`src/design/panel_pkg.sv`:
```
`default_nettype none
package panel_pkg;
   localparam int CLK_HZ = 10_000_000;
   localparam int POWERUP_DELAY_MS = 100;
   localparam int POWERUP_CYCLES = CLK_HZ / 1000 * POWERUP_DELAY_MS;
   localparam int NUM_LATCHES = 8;
   localparam int NUM_COLUMNS = 16;
   localparam int ROW_WIDTH = 8;
   localparam int LATCH_ADDR_W = 3;
   localparam int COL_ADDR_W = 4;
   // latch map
   localparam logic [2:0] LATCH_DIGIT0_A = 3'h0;
   localparam logic [2:0] LATCH_DIGIT0_B = 3'h1;
   localparam logic [2:0] LATCH_DIGIT1_A = 3'h2;
   localparam logic [2:0] LATCH_DIGIT1_B = 3'h3;
   localparam logic [2:0] LATCH_LAMP0 = 3'h4;
   localparam logic [2:0] LATCH_LAMP1 = 3'h5;
   localparam logic [2:0] LATCH_LAMP2 = 3'h6;
   localparam logic [2:0] LATCH_TONE = 3'h7;
   localparam logic [7:0] LATCH_RESET_VALUE = 8'h00;
   // data bit position on the shared lines
   localparam int DATA_BIT = 0;
   localparam int SPARE_BIT = 1;
   typedef enum {
      PWR_WAIT,
      PWR_RUN
   } pwr_state_t;
endpackage : panel_pkg
`default_nettype wire

```
`src/design/panel_key_scan_display_latch.sv`:
```
// Function
// RULE_01: a column number on the four address lines energizes that column.
// RULE_02: the controller strobes keys only once the column number is stable.
// RULE_03: while the key strobe is held the row latch follows the row lines.
// RULE_04: the controller then treats any set row bit as a pressed key.
// RULE_05: eight addressable latches drive two hex digits and three lamps.
// RULE_06: a latch loads new data only on the display write strobe.
// RULE_07: the latch address is held in its own register until the write.
// RULE_08: a write strobes in the address, then sets data, then pulses write.
// RULE_09: about 100 ms after power-up all display latches are cleared.
// RULE_10: one display latch is the enable of the bell tone generator.
// RULE_11: the controller releases the key strobe before a new address.
`default_nettype none
module panel_key_scan_display_latch
   import panel_pkg::*;
#(
   parameter int POWERUP_COUNT = POWERUP_CYCLES
) (
   // clock and reset
   input wire logic core_clk,
   input wire logic rst,
   // panel controller pins
   input wire logic [COL_ADDR_W-1:0] panel_address_lines,
   input wire logic key_strobe_n,
   input wire logic display_write_strobe_n,
   output logic [ROW_WIDTH-1:0] key_row_data_lines,
   // key matrix
   output logic [NUM_COLUMNS-1:0] column_drive,
   input wire logic [ROW_WIDTH-1:0] key_rows,
   // display and tone
   output logic [NUM_LATCHES-1:0] display_latches,
   output logic tone_enable_latch,
   output logic latches_ready
);
   ////////////////////////////////////////////////////////////////////////
   logic [COL_ADDR_W-1:0] addr_s;
   logic kstb_s;
   logic kwr_s;
   logic [ROW_WIDTH-1:0] rows_s;
   logic kwr_d;
   logic write_pulse;
   logic [LATCH_ADDR_W-1:0] latch_address_holding_register;
   pwr_state_t pwr_state;
   logic [31:0] pwr_count;

   pin_sync #(.W(COL_ADDR_W + 2 + ROW_WIDTH)) u_sync (
      .core_clk(core_clk),
      .rst(rst),
      .async_in({panel_address_lines, ~key_strobe_n,
                 ~display_write_strobe_n, key_rows}),
      .sync_out({addr_s, kstb_s, kwr_s, rows_s})
   );

   ////////////////////////////////////////////////////////////////////////
   // column decode, one-hot
   always_ff @(posedge core_clk) begin
      if (rst) begin
         column_drive <= '0;
      end else begin
         column_drive <= NUM_COLUMNS'(1) << addr_s; // [RULE_01]
      end
   end

   // row latch transparent while strobe held
   always_ff @(posedge core_clk) begin
      if (rst) begin
         key_row_data_lines <= '0;
      end else if (kstb_s) begin
         key_row_data_lines <= rows_s; // [RULE_03] [RULE_04]
      end
   end

   // latch address captured on the key strobe
   always_ff @(posedge core_clk) begin
      if (rst) begin
         latch_address_holding_register <= '0;
      end else if (kstb_s) begin
         latch_address_holding_register <=
            addr_s[LATCH_ADDR_W-1:0]; // [RULE_07]
      end
   end

   ////////////////////////////////////////////////////////////////////////
   // write strobe edge
   always_ff @(posedge core_clk) begin
      if (rst) begin
         kwr_d <= 1'b0;
      end else begin
         kwr_d <= kwr_s;
      end
   end
   assign write_pulse = kwr_s & ~kwr_d;

   // power-up delay
   always_ff @(posedge core_clk) begin
      if (rst) begin
         pwr_state <= PWR_WAIT;
         pwr_count <= '0;
      end else begin
         case (pwr_state)
            PWR_WAIT: begin
               if (pwr_count >= 32'(POWERUP_COUNT - 1)) begin
                  pwr_state <= PWR_RUN; // [RULE_09]
               end else begin
                  pwr_count <= pwr_count + 32'd1;
               end
            end
            PWR_RUN: begin
               pwr_state <= PWR_RUN;
            end
            default: begin
               pwr_state <= PWR_WAIT;
            end
         endcase
      end
   end
   assign latches_ready = (pwr_state == PWR_RUN);

   // addressable latches
   genvar gi;
   generate
      for (gi = 0; gi < NUM_LATCHES; gi++) begin : g_latch
         always_ff @(posedge core_clk) begin
            if (rst) begin
               display_latches[gi] <= LATCH_RESET_VALUE[gi];
            end else if (pwr_state != PWR_RUN) begin
               display_latches[gi] <= LATCH_RESET_VALUE[gi]; // [RULE_09]
            end else if (write_pulse &&
                         latch_address_holding_register ==
                         LATCH_ADDR_W'(gi)) begin
               display_latches[gi] <= addr_s[DATA_BIT]; // [RULE_05] [RULE_06]
            end
         end
      end
   endgenerate

   assign tone_enable_latch = display_latches[LATCH_TONE]; // [RULE_10]

   ////////////////////////////////////////////////////////////////////////
   // checks
   logic [31:0] chk_wait;

   // cycles spent waiting for the latches since reset
   always_ff @(posedge core_clk) begin
      if (rst) begin
         chk_wait <= '0;
      end else if (!latches_ready) begin
         chk_wait <= chk_wait + 32'd1;
      end
   end
endmodule : panel_key_scan_display_latch
`default_nettype wire

```
`src/design/pin_sync.sv`:
```
`default_nettype none
module pin_sync
   import panel_pkg::*;
#(
   parameter int W = 1
) (
   // clock and reset
   input wire logic core_clk,
   input wire logic rst,
   // asynchronous in, synchronous out
   input wire logic [W-1:0] async_in,
   output logic [W-1:0] sync_out
);
   logic [W-1:0] stage1;
   always_ff @(posedge core_clk) begin
      if (rst) begin
         stage1 <= '0;
         sync_out <= '0;
      end else begin
         stage1 <= async_in;
         sync_out <= stage1;
      end
   end
endmodule : pin_sync
`default_nettype wire

```
`config.mk`:
```
export PLATFORM = sky130hd
export DESIGN_NAME = panel_key_scan_display_latch
export DESIGN_NICKNAME = d
export VERILOG_FILES = /design/src/design/panel_pkg.sv /design/src/design/panel_key_scan_display_latch.sv /design/src/design/pin_sync.sv
export SDC_FILE = /design/constraint.sdc
export NUM_CORES = 1
export LEC_CHECK = 0
export ABC_AREA = 1
export BUFFER_PORTS_ARGS = -buffer_cell sky130_fd_sc_hd__buf_2
export CORE_MARGIN = 2
export CORE_UTILIZATION = 42
export CTS_BUF_LIST = sky130_fd_sc_hd__clkbuf_8
export CTS_CLUSTER_DIAMETER = 50
export DETAILED_ROUTE_END_ITERATION = 7
export PLACE_DENSITY = 0.61
export SETUP_SLACK_MARGIN = 0.4
export SLEW_MARGIN = 30
export SYNTH_ARGS = -nofsm -noshare
export SYNTH_HDL_FRONTEND = slang
export SYNTH_HIERARCHICAL = 1
export SYNTH_SLANG_ARGS = --single-unit
```
`constraint.sdc`:
```
create_clock -name core_clk -period 2.1 [get_ports core_clk]
set_input_delay 0.42 -clock core_clk [delete_from_list [all_inputs] [get_ports core_clk]]
set_output_delay 0.42 -clock core_clk [all_outputs]
set_load 0.02 [all_outputs]
```
# --- Word level (Yosys, flattened, before mapping) ---
# Index checks and enable logic that the tools add are counted.
classes:
  n_addsub: 1
  order_cmp: 1
  n_eq_ne: 11
  shift: 1
  muxes: 2
  n_bitwise: 5
  reduce_logical: 12
ops:
  columns: ["cell", "n"]
  rows:
  - ["$pmux 32 s2", 1]
  - ["$add 32x1->32 const B", 1]
  - ["$eq 32x1->1 const B", 1]
  - ["$eq 32x2->1 const B", 1]
  - ["$ge 32x20->1 const B", 1]
  - ["$logic_not 32->1", 1]
  - ["$mux 32", 1]
  - ["$ne 32x2->1 const B", 1]
  - ["$shl 1x4->16 const A", 1]
  - ["$eq 3x3->1 const B", 4]
  - ["$logic_and 1x1->1", 8]
  - ["$eq 3x2->1 const B", 2]
  - ["$not 1->1", 4]
  - ["$eq 3x1->1 const B", 1]
  - ["$logic_not 3->1", 1]
  - ["$ne 2x2->1 const B", 1]
  - ["$reduce_and 2->1", 1]
  - ["$reduce_or 2->1", 1]
  - ["$and 1x1->1", 1]
totals:
  reg_bits: 128
  input_bits: 16
  output_inout_bits: 34
  elab_cells: 49

# --- Depth between registers and ports, before layout ---
# Gate-level depths: netlist of the first run.
logic_depth:
  word_depth: 3
  mapped_depth: 12
  ltp_nobuf: 12

# --- Hierarchy ---
# The synthesis of the first run kept the hierarchy.
modules_own_cells:
  columns: ["module", "n_inst", "cells_per_inst", "area_each_um2", "seq_area_each_um2"]
  rows:
  - ["panel_key_scan_display_latch", 1, 413, 2942.8, 1381.3]
  - ["pin_sync", 1, 87, 807.0, 560.5]

# --- Least setup slack after synthesis of the first run ---
# OpenSTA, ideal clock, no wires.
synth_timing:
  path_kind: "reg2reg"
  start: "reg pwr_count[0]"
  end: "reg pwr_count[17]"
  setup_time_ps: 133
  arrival_ps: 1482
  required_ps: 1967
  path_slack_ps: 484
  stages_incl_launch_ff: 12
  n_path_buf: 1
  synth_period_minus_slack_ps: 1616
  cell_sequence: "dfxtp_1 > ha_1 > nand2_1 > nor2_2 > nand2_2 > nand2_1 > nand2_1 > nand2_2 > nand2_4 > buf_2 > nand3_1 > a21oi_2"
synth_between:
  elab_chain_cells: 3
  elab_cells_between_ends: 4
  classes_between: "1 x add/sub; 1 x order compare; 1 x bitwise; 1 x reduce/logical"
synth_rtl:
  columns: ["element", "line_no", "source"]
  rows:
  - ["from (decl)", "panel_key_scan_display_latch.sv:44", "logic [31:0] pwr_count;"]
  - ["from (signal assigned)", "panel_key_scan_display_latch.sv:105", "pwr_count <= pwr_count + 32'd1;"]
  - ["$ge 32x20->1", "panel_key_scan_display_latch.sv:102", "if (pwr_count >= 32'(POWERUP_COUNT - 1)) begin"]
  - ["$not 1->1 (no line)", null, null]
  - ["$reduce_and 2->1 (no line)", null, null]
# Several ways; a longest one is shown, not always the timed one.
# A chain may end at the register's enable or synchronous reset.

# --- Worst setup path after layout of the first run ---
layout_timing:
  start: "reg pwr_count[0]"
  end: "reg pwr_count[1]"
# The elaborated chain is that of the path after synthesis.

==> impl_metrics.toml, run 1 <==
[worst_setup_path]
crit_buf_inv = 1
worstPathCellList = "ha_4 > nand2_1 > nor2_2 > nand2_2 > nand2_1 > nand2_1 > nand2_2 > nand2_4 > nand2_8 > inv_1 > nor2_1 > nor2_1"
startpoint_type = "register"
path_class = "register to register"
crit_path_end_kind = "register"
arrival_ns = 1.82
reg2reg_slack_ns = 0.53
cp.required_ns = 2.35
slowest_delay_ns = 0.39
path_delay_family = "simple AND/OR/NAND/NOR gates"
crit_path_max_fanout = 21
cpMaxStageDelayCell = "dfxtp_1"
cpMostUsedCell = "nand2_1"

[timing]
post-route-period-util_pct = 74.58
worst_pin_slew_ns = 0.6112
rsz0062_at_grt = "no"
final_hold_viol_count = 0
clock.fmax_mhz = 638.5
relSlewSlack_pct = 59.25
report.final.slew_viol_count = 0
worst_clock_skew_ns = 0.01034
fin_crit_ns = 1.566
setup_viol = 0
fin_tns_setup_ns = 0

[logic_synthesis]
synth_edf_count = 0
yosysSeqAreaShare_pct = 51.79
synth_most_common_cell = "nor2_1"
ys_types = 27
yosys-top-cells-area = "dfxtp_1 52%, nor2_1 12%, nand2_1 8.0%"
ys_warn_count = 6
synth_nets = 517
synth-async-reset-ratio_pct = 0
yosysTopAreaCellShare_pct = 51.79
ys.flop_type = "dfxtp_1"
yosys.area.top_type = "dfxtp_1"
syn-cell-area_sq_um = 3750
ys_ff_latch = 97
syn_inst = 500
synth_common_cells = "122 x nor2_1, 97 x dfxtp_1, 80 x nand2_1, 67 x inv_1, 42 x nand3_1"
synth.avg_cell_area_sq_um = 7.500

[floorplan]
die_w_um = 98.49
rows = 34
die_h_um = 98.49
die_area_sq_um = 9700
pin_count = 50
fp.coreArea_sq_um = 8678
start_util_pct = 43.21

[layout]
diodes = 0
finalNonFillerCells = 664
design_area_sq_um = 4303
area_delta_synth_final_pct = 14.75
drive_above_1_share_pct = 16.37
nNetsFinal = 568

[clock_network]
insertion_delay_ns = 0.36
tritoncts = "built"
ctsLongestPathBuffers = 2
cts_sinks = 97
numCtsBuffers = 9
cts_max_level = 3
clockRootBuffer = "clkbuf_8"
path_clk_slew_ns = 0.10

[route]
route.vias.total = 3075
routed_wl_um = 7499
ant_nets = 0
first_pass_iters = 4
drtIter0Drc = 177
drc_errors = 0
routed_via_density = 4.631
wl_per_cell_um = 11.29

[global_route]
grt.total_usage_pct = 16.36
antenna_found_initial = 0
grt_pass1_wl_um = 12990
grt.overflow.total = 0
grt_max_degree = 59
grt_pass1_vias = 2894

[placement]
port-buffer-count = 49
placed_cells = 645
dpl-instance-area_sq_um = 4054
hpwlAfterDp_um = 5148
gp_congestion = 0.8561

[min_path]
hold_path_class = "input pin to register"

[flow_run]
drv_cap = 0

[pwr]
finalPower_uw = 3233
ir_worst_vdd_uv = 375.0
leakage_uw = 0.001840
power_density_nw_per_um2 = 751.4

[status]
status = "finished clean"
[per-layer routing]
layer	vias up	GRT usage (%)	part of all wire, %
met5	-	0	0
met4	0	7.165	1.4
met3	12	3.830	3.4
met2	50	25.75	46
met1	1377	21.60	49
li1	1636	-	-
[where the power goes]
part	switching [uW]	leakage, uW	internal [uW]
sequential	26.8	0.000791	1880
clock	692	0.0000927	486
combinational	93.1	0.000956	51.0
total	812	0.00184	2420
[layout make-up]
class                           count  area, sq um
Clock inverter                      6        57.56
Multi-Input combinational cell    319         1470
Timing Repair Buffer               56        301.5
Tap cell                          108        135.1
Sequential cell                    97         1946
Fill cell                         889         4375
Inverter                           68        255.2
Clock buffer                       10        137.6
[worst reg2reg max path: cells and delay by family, from the launching register on]
family	cells	cell delay, ns
buf+inv	1	0.09
flops	1	0.39
fa+ha+maj	1	0.18
simple gates	10	0.80
[flip-flops by register name, summed over array words and instances, names as in the netlist]
register,flops
pwr_count,32
latch_address_holding_register,3
display_latches,7
column_drive,16
kwr_d,1
tone_enable_latch,1
key_row_data_lines,8
u_sync/sync_out,14
u_sync/stage1,14
pwr_state,1
[placed cells by master, fill, tap and decap left out, types with 3 or more instances in the layout]
cell | netlist | layout
inv_1 | 67 | 67
nand4_1 | 3 | 3
a21oi_1 | 26 | 26
xor2_1 | 5 | 5
a21oi_2 | 3 | 3
inv_6 | 0 | 3
nor2_2 | 2 | 3
dfxtp_1 | 97 | 94
dfxtp_2 | 0 | 3
nand3_1 | 42 | 42
xnor2_1 | 5 | 5
nand2_1 | 80 | 80
nor2_1 | 122 | 121
clkbuf_8 | 0 | 10
buf_2 | 1 | 49
o21ai_0 | 16 | 16
buf_4 | 2 | 6
[path summary, 6_finish.rpt]
path,start,to,cells past startpoint
max,pwr_count[0]$_SDFFE_PP0P_,pwr_count[1]$_SDFFE_PP0P_,12
max reg2reg,pwr_count[0]$_SDFFE_PP0P_,pwr_count[1]$_SDFFE_PP0P_,12
min reg2reg,u_sync/stage1[4]$_SDFF_PP0_,u_sync/sync_out[4]$_SDFF_PP0_,2
min,key_rows[0],u_sync/stage1[0]$_SDFF_PP0_,3
[per-stage QoR]
step / utilization (%) / worst slack, ns / hold WS [ns]
3_3_place_gp: 46.71 / 0.4269 / 0.3898
5_1_grt: 49.58 / 0.4053 / 0.2328
3_5_place_dp: 46.71 / 0.3678 / 0.3936
4_1_cts: 49.35 / 0.4113 / 0.2327
6_report: 49.58 / 0.5339 / 0.2496
2_1_floorplan: - / 0.4842 / 0.3883
[cell families (layout without fill, tap and decap cells)]
kind of cell               after synthesis  count (layout)  share of synthesized area [%]
buffers and inverters                   84             140                          9.643
xor gates and xnor gates                10              10                          2.336
adders and majority gates                1               1                         0.3336
and+or+nand+nor                        261             261                          29.33
AOI/OAI and AO/OA                       47              47                          6.573
DFF                                     97              97                          51.79
[what timing repair did]
action                     CTS  global route
setup buffers                3             0
hold buffers                 0             0
pin swaps                    1             0
setup endpoints to repair    3            20
gates resized for setup      2             6
(Power assumes the default switching activity.)
==> run 2: changes to the inputs <==
--- a/config.mk
+++ b/config.mk
@@ -12,7 +12,7 @@
 export CTS_BUF_LIST = sky130_fd_sc_hd__clkbuf_8
 export CTS_CLUSTER_DIAMETER = 50
 export DETAILED_ROUTE_END_ITERATION = 7
-export PLACE_DENSITY = 0.61
+export PLACE_DENSITY = 0.64
 export SETUP_SLACK_MARGIN = 0.4
 export SLEW_MARGIN = 30
 export SYNTH_ARGS = -nofsm -noshare
==> constraint.sdc (replaced) <==
create_clock -name core_clk -period 1.35 [get_ports core_clk]
set_input_delay 0.27 -clock core_clk [delete_from_list [all_inputs] [get_ports core_clk]]
set_output_delay 0.27 -clock core_clk [all_outputs]
set_load 0.02 [all_outputs]
==> impl_metrics.toml, run 2 (same netlist as run 1, synthesis figures left out) <==
[route]
ant_nets = 0
first_pass_iters = 5
drtIter0Drc = 103
wl_per_cell_um = 11.92
routed_via_density = 4.631
met3WireLength_um = 330
drt-met1-wl_um = 4070
route.vias.total = 3334
drc_errors = 0
routed_wl_um = 8582
route.met2.wl_um = 4083
top_layer_used = "met4"

[global_route]
grt_pass1_vias = 3172
grt.overflow.total = 0
antenna_found_initial = 0
grt.total_usage_pct = 18.28
grt_pass1_wl_um = 14500
grt_max_degree = 30

[floorplan]
die_area_sq_um = 9700
fp.coreArea_sq_um = 8678
die_w_um = 98.49
die_h_um = 98.49
pin_count = 50
rows = 34
start_util_pct = 43.21

[clock_network]
numCtsBuffers = 9
insertion_delay_ns = 0.36
tritoncts = "built"
cts_max_level = 3
clockRootBuffer = "clkbuf_8"
holdBufCountCts = 0
path_clk_slew_ns = 0.10
cts_sinks = 97
ctsLongestPathBuffers = 2

[pwr]
finalPower_uw = 5061
power_density_nw_per_um2 = 958.7
leakage_uw = 0.002198
ir_worst_vdd_uv = 661.9

[layout]
fill_cells = 763
regMostFlops = "pwr_count"
diodes = 0
largestRegisters = "pwr_count x32, column_drive x16"
largest_reg_flops = 32
area_delta_synth_final_pct = 40.77
final_cell_mix = "106 x nor2_1, 74 x nand2_1, 63 x inv_1"
multi_input_area_sq_um = 1733
finalNonFillerCells = 720
area.sequential_sq_um = 2002
nNetsFinal = 624
final_common_cell = "nor2_1"
utilization_pct = 60.83
drive_above_1_share_pct = 39.22

[worst_setup_path]
startpoint_type = "register"
arrival_ns = 1.74
path_class = "register to register"
r2r-start = "pwr_count[10]$_SDFFE_PP0P_"
critPathLaunch = "pwr_count[10]$_SDFFE_PP0P_"
cp.required_ns = 1.64
crit_path_max_fanout = 6
crit_path_end_kind = "register"

[placement]
place_ws_ns = -0.1574
gp_congestion = 0.8800
hpwlAfterDp_um = 5577
placed_cells = 688
port-buffer-count = 49

[timing]
worst_slack_ns = -0.1035
setup_viol = 20
worst_clock_skew_ns = 0.008812
clock.fmax_mhz = 688.0
post-route-period-util_pct = 107.7
worst_pin_slew_ns = 0.3804
final_hold_viol_count = 0
fin_hold_ws_ns = 0.1000
relSlewSlack_pct = 74.58
rsz0062_at_grt = "yes"
fin_crit_ns = 1.453
report.final.slew_viol_count = 0

[min_path]
hp-start = "panel_address_lines[0]"
hold_path_class = "input pin to register"

[status]
violations = "setup timing"
status = "complete, but fails checks"

[flow_run]
drv_cap = 0
[run 2: changes by cell type in the layout (fill, tap and decap cells not counted), sizes merged]
| cell | previous run | this run |
|---|---|---|
| buf | 56 | 109 |
| clkbuf | 10 | 9 |
| nand2 | 84 | 86 |
| clkinv | 1 | 3 |
[run 2: what timing repair did]
item | CTS | global route
gates cloned | 4 | 0
gates resized for setup | 138 | 47
setup endpoints to repair | 71 | 68
pin swaps | 18 | 26
setup buffers | 10 | 2
[run 2: per-stage QoR]
stage	setup TNS, ns	instance area (sq um)
after global placement	-1.022	4419
after global routing	-4.491	5279
final	-1.582	5279
after detailed placement	-1.631	4419
after floorplan	-1.298	3802
after CTS	-1.188	5099
[run 2: final cells by class]
class / instances / share of cell area (%)
Clock buffer: 9 / 2.347
Sequential cell: 97 / 37.92
Multi-Input combinational cell: 321 / 32.83
Clock inverter: 7 / 1.114
Timing Repair Buffer: 109 / 18.13
Tap cell: 108 / 2.560
Timing Repair inverter: 1 / 0.1422
Inverter: 68 / 4.954
[run 2: layer usage]
layer / vias up / global-route usage [%]
met4: 0 / 4.636
met5: - / 0
met3: 10 / 5.177
met2: 55 / 30.09
li1: 1746 / -
met1: 1523 / 23.83
[run 2: worst max-delay path: stages (launching register included)]
cell and delay [ns]:
dfxtp_2 0.35, nor2_2 0.13, nand2_1 0.07, inv_1 0.05, nor2_1 0.03, nor2_1 0.13, nand2_2 0.10, nand2_8 0.15
buf_6 0.15, nand3_1 0.07, a21oi_1 0.14
[run 2: path summary, 6_finish.rpt]
kind | to | slack (ns) | cells after the start
setup / recovery | pwr_count[2]$_SDFFE_PP0P_ | -0.10 | 10
setup reg to reg | pwr_count[2]$_SDFFE_PP0P_ | -0.10 | 10
hold reg to reg | u_sync/sync_out[8]$_SDFF_PP0_ | 0.39 | 2
hold / removal | u_sync/stage1[10]$_SDFF_PP0_ | 0.10 | 3
[run 2: power by group]
| group | switching [uW] | internal [uW] |
|---|---|---|
| registers | 42.6 | 2930 |
| clock network | 1060 | 706 |
| logic | 182 | 138 |
==> run 3: changes to the inputs <==
--- a/config.mk
+++ b/config.mk
@@ -12,7 +12,7 @@
 export CTS_BUF_LIST = sky130_fd_sc_hd__clkbuf_8
 export CTS_CLUSTER_DIAMETER = 50
 export DETAILED_ROUTE_END_ITERATION = 7
-export PLACE_DENSITY = 0.64
+export PLACE_DENSITY = 0.72
 export SETUP_SLACK_MARGIN = 0.4
 export SLEW_MARGIN = 30
 export SYNTH_ARGS = -nofsm -noshare
==> impl_metrics.toml, run 3 (same netlist as run 1, synthesis figures left out) <==
[pwr]
power_density_nw_per_um2 = 1030
p_sw_share_pct = 23.29
leakage_uw = 0.002201
finalPower_uw = 5450
p_clk_share_pct = 39.5
switching_power_uw = 1269
p_int_uw = 4181
ir_worst_vdd_uv = 889.4
p_seq_share_pct = 54.6
combPwrFrac_pct = 5.9

[layout]
largest_reg_flops = 32
largestRegisters = "pwr_count x32, column_drive x16"
area.sequential_sq_um = 2006
fill_cells = 702
final_cell_mix = "109 x nor2_1, 75 x nand2_1, 63 x inv_1"
drive_above_1_share_pct = 38.41
utilization_pct = 60.99
nNetsFinal = 616
diodes = 0
regMostFlops = "pwr_count"
area_delta_synth_final_pct = 41.14
multi_input_area_sq_um = 1755
final_common_cell = "nor2_1"

[timing]
worst_pin_slew_ns = 0.3584
final_hold_viol_count = 0
fin_crit_ns = 1.552
rsz0062_at_grt = "yes"
post-route-period-util_pct = 114.9
worst_slack_ns = -0.2016
relSlewSlack_pct = 76.08
clock.fmax_mhz = 644.5
worst_clock_skew_ns = 0.01574
setup_viol = 21
report.final.slew_viol_count = 0
fin_tns_setup_ns = -3.377

[placement]
hpwlAfterDp_um = 5641
port-buffer-count = 49
place_ws_ns = -0.1871
gp_congestion = 0.9518

[clock_network]
holdBufCountCts = 0
path_clk_slew_ns = 0.10
numCtsBuffers = 9
insertion_delay_ns = 0.36
ctsLongestPathBuffers = 2
cts_sinks = 97
cts_max_level = 3
tritoncts = "built"
clockRootBuffer = "clkbuf_8"

[global_route]
grt_pass1_wl_um = 14980
grt.overflow.total = 0
grt.total_usage_pct = 18.94
grt_max_degree = 26
antenna_found_initial = 0
grt_pass1_vias = 3466

[min_path]
hold_path_class = "input pin to register"

[worst_setup_path]
slowest_delay_ns = 0.37
crit_path_max_fanout = 10
path_delay_family = "simple AND/OR/NAND/NOR gates"
cpMaxStageDelayCell = "dfxtp_4"
cp.required_ns = 1.60
arrival_ns = 1.80
startpoint_type = "register"
cpMostUsedCell = "nor2_1"
crit_path_end_kind = "register"
path_class = "register to register"
worstPathCellList = "nor2_4 > nand2_1 > inv_1 > nor2_1 > nor2_1 > nand2_2 > nand2_8 > nand2_8 > o21ai_2 > nor2_1"
crit_buf_inv = 1

[floorplan]
fp.coreArea_sq_um = 8678
start_util_pct = 43.21
rows = 34
die_area_sq_um = 9700
pin_count = 50
die_h_um = 98.49
die_w_um = 98.49

[route]
wl_per_cell_um = 13.78
route.vias.total = 3484
drc_errors = 0
drtIter0Drc = 223
first_pass_iters = 6
ant_nets = 0
routed_via_density = 4.893
routed_wl_um = 9812

[flow_run]
drv_cap = 0

[status]
status = "complete, but fails checks"
violations = "setup timing"
-- run 3: changes by cell type in the layout (fill, tap and decap cells not counted), sizes merged --
cell,change
clkinvlp,-1
inv,-1
bufinv,+2
buf,-8
clkinv,-2
clkbuf,+2
-- run 3: layout make-up --
cell class              instances  share of cell area, %
multi-input cells             321                  33.17
clock inverters                 6                  1.773
repair buffers                102                  17.02
flip-flops and latches         97                  37.90
inverters                      68                  4.988
clock buffers                  10                  2.600
well taps                     108                  2.553
-- run 3: final timing paths --
kind | start | to | slack [ns] | cells after the start
worst min-delay path | panel_address_lines[1] | u_sync/stage1[11]$_SDFF_PP0_ | 0.11 | 3
worst max-delay path | pwr_count[11]$_SDFFE_PP0P_ | pwr_count[1]$_SDFFE_PP0P_ | -0.20 | 10
worst max register to register | pwr_count[11]$_SDFFE_PP0P_ | pwr_count[1]$_SDFFE_PP0P_ | -0.20 | 10
worst min register to register | u_sync/stage1[10]$_SDFF_PP0_ | u_sync/sync_out[10]$_SDFF_PP0_ | 0.39 | 2
-- run 3: power by group through the flow --
stage / clock network [uW] / registers (uW) / logic, uW
after global routing: 2300 / 2980 / 356
after CTS: 2180 / 2970 / 294
after detailed placement: 0 / 3030 / 260
final: 2150 / 2970 / 324
after global placement: 0 / 3030 / 253
after floorplan: 0 / 3050 / 146
-- run 3: worst min-delay path, delay by kind of cell --
kind	cells	cell delay (ns)
buf+inv	2	0.10
simple gates	1	0.06
-- run 3: stage by stage --
stage               hold slack, ns  area [sq um]  std cells
global route               0.09748          5293        712
detailed placement          0.3945          4382        683
finish                      0.1109          5293        712
CTS                        0.09959          4995        705
floorplan                   0.3770          3802        500
global placement            0.3897          4382        683
-- run 3: metal layers --
layer  global-route usage, %  wire, um  share of wire [%]  vias to the layer above
li1                        -         -                  -                     1733
met1                   22.03      3949                 40                     1606
met2                   33.18      5131                 52                      123
met3                   3.830       476                4.9                       22
met4                   9.378       254                2.6                        0
met5                       0         0                  0                        -
-- run 3: repair_timing --
item                                    in CTS  in global routing
setup buffers                                5                  5
gates cloned                                 1                  2
pin swaps                                   10                 31
endpoints found under the setup margin      71                 71
gates resized for setup                    119                 57
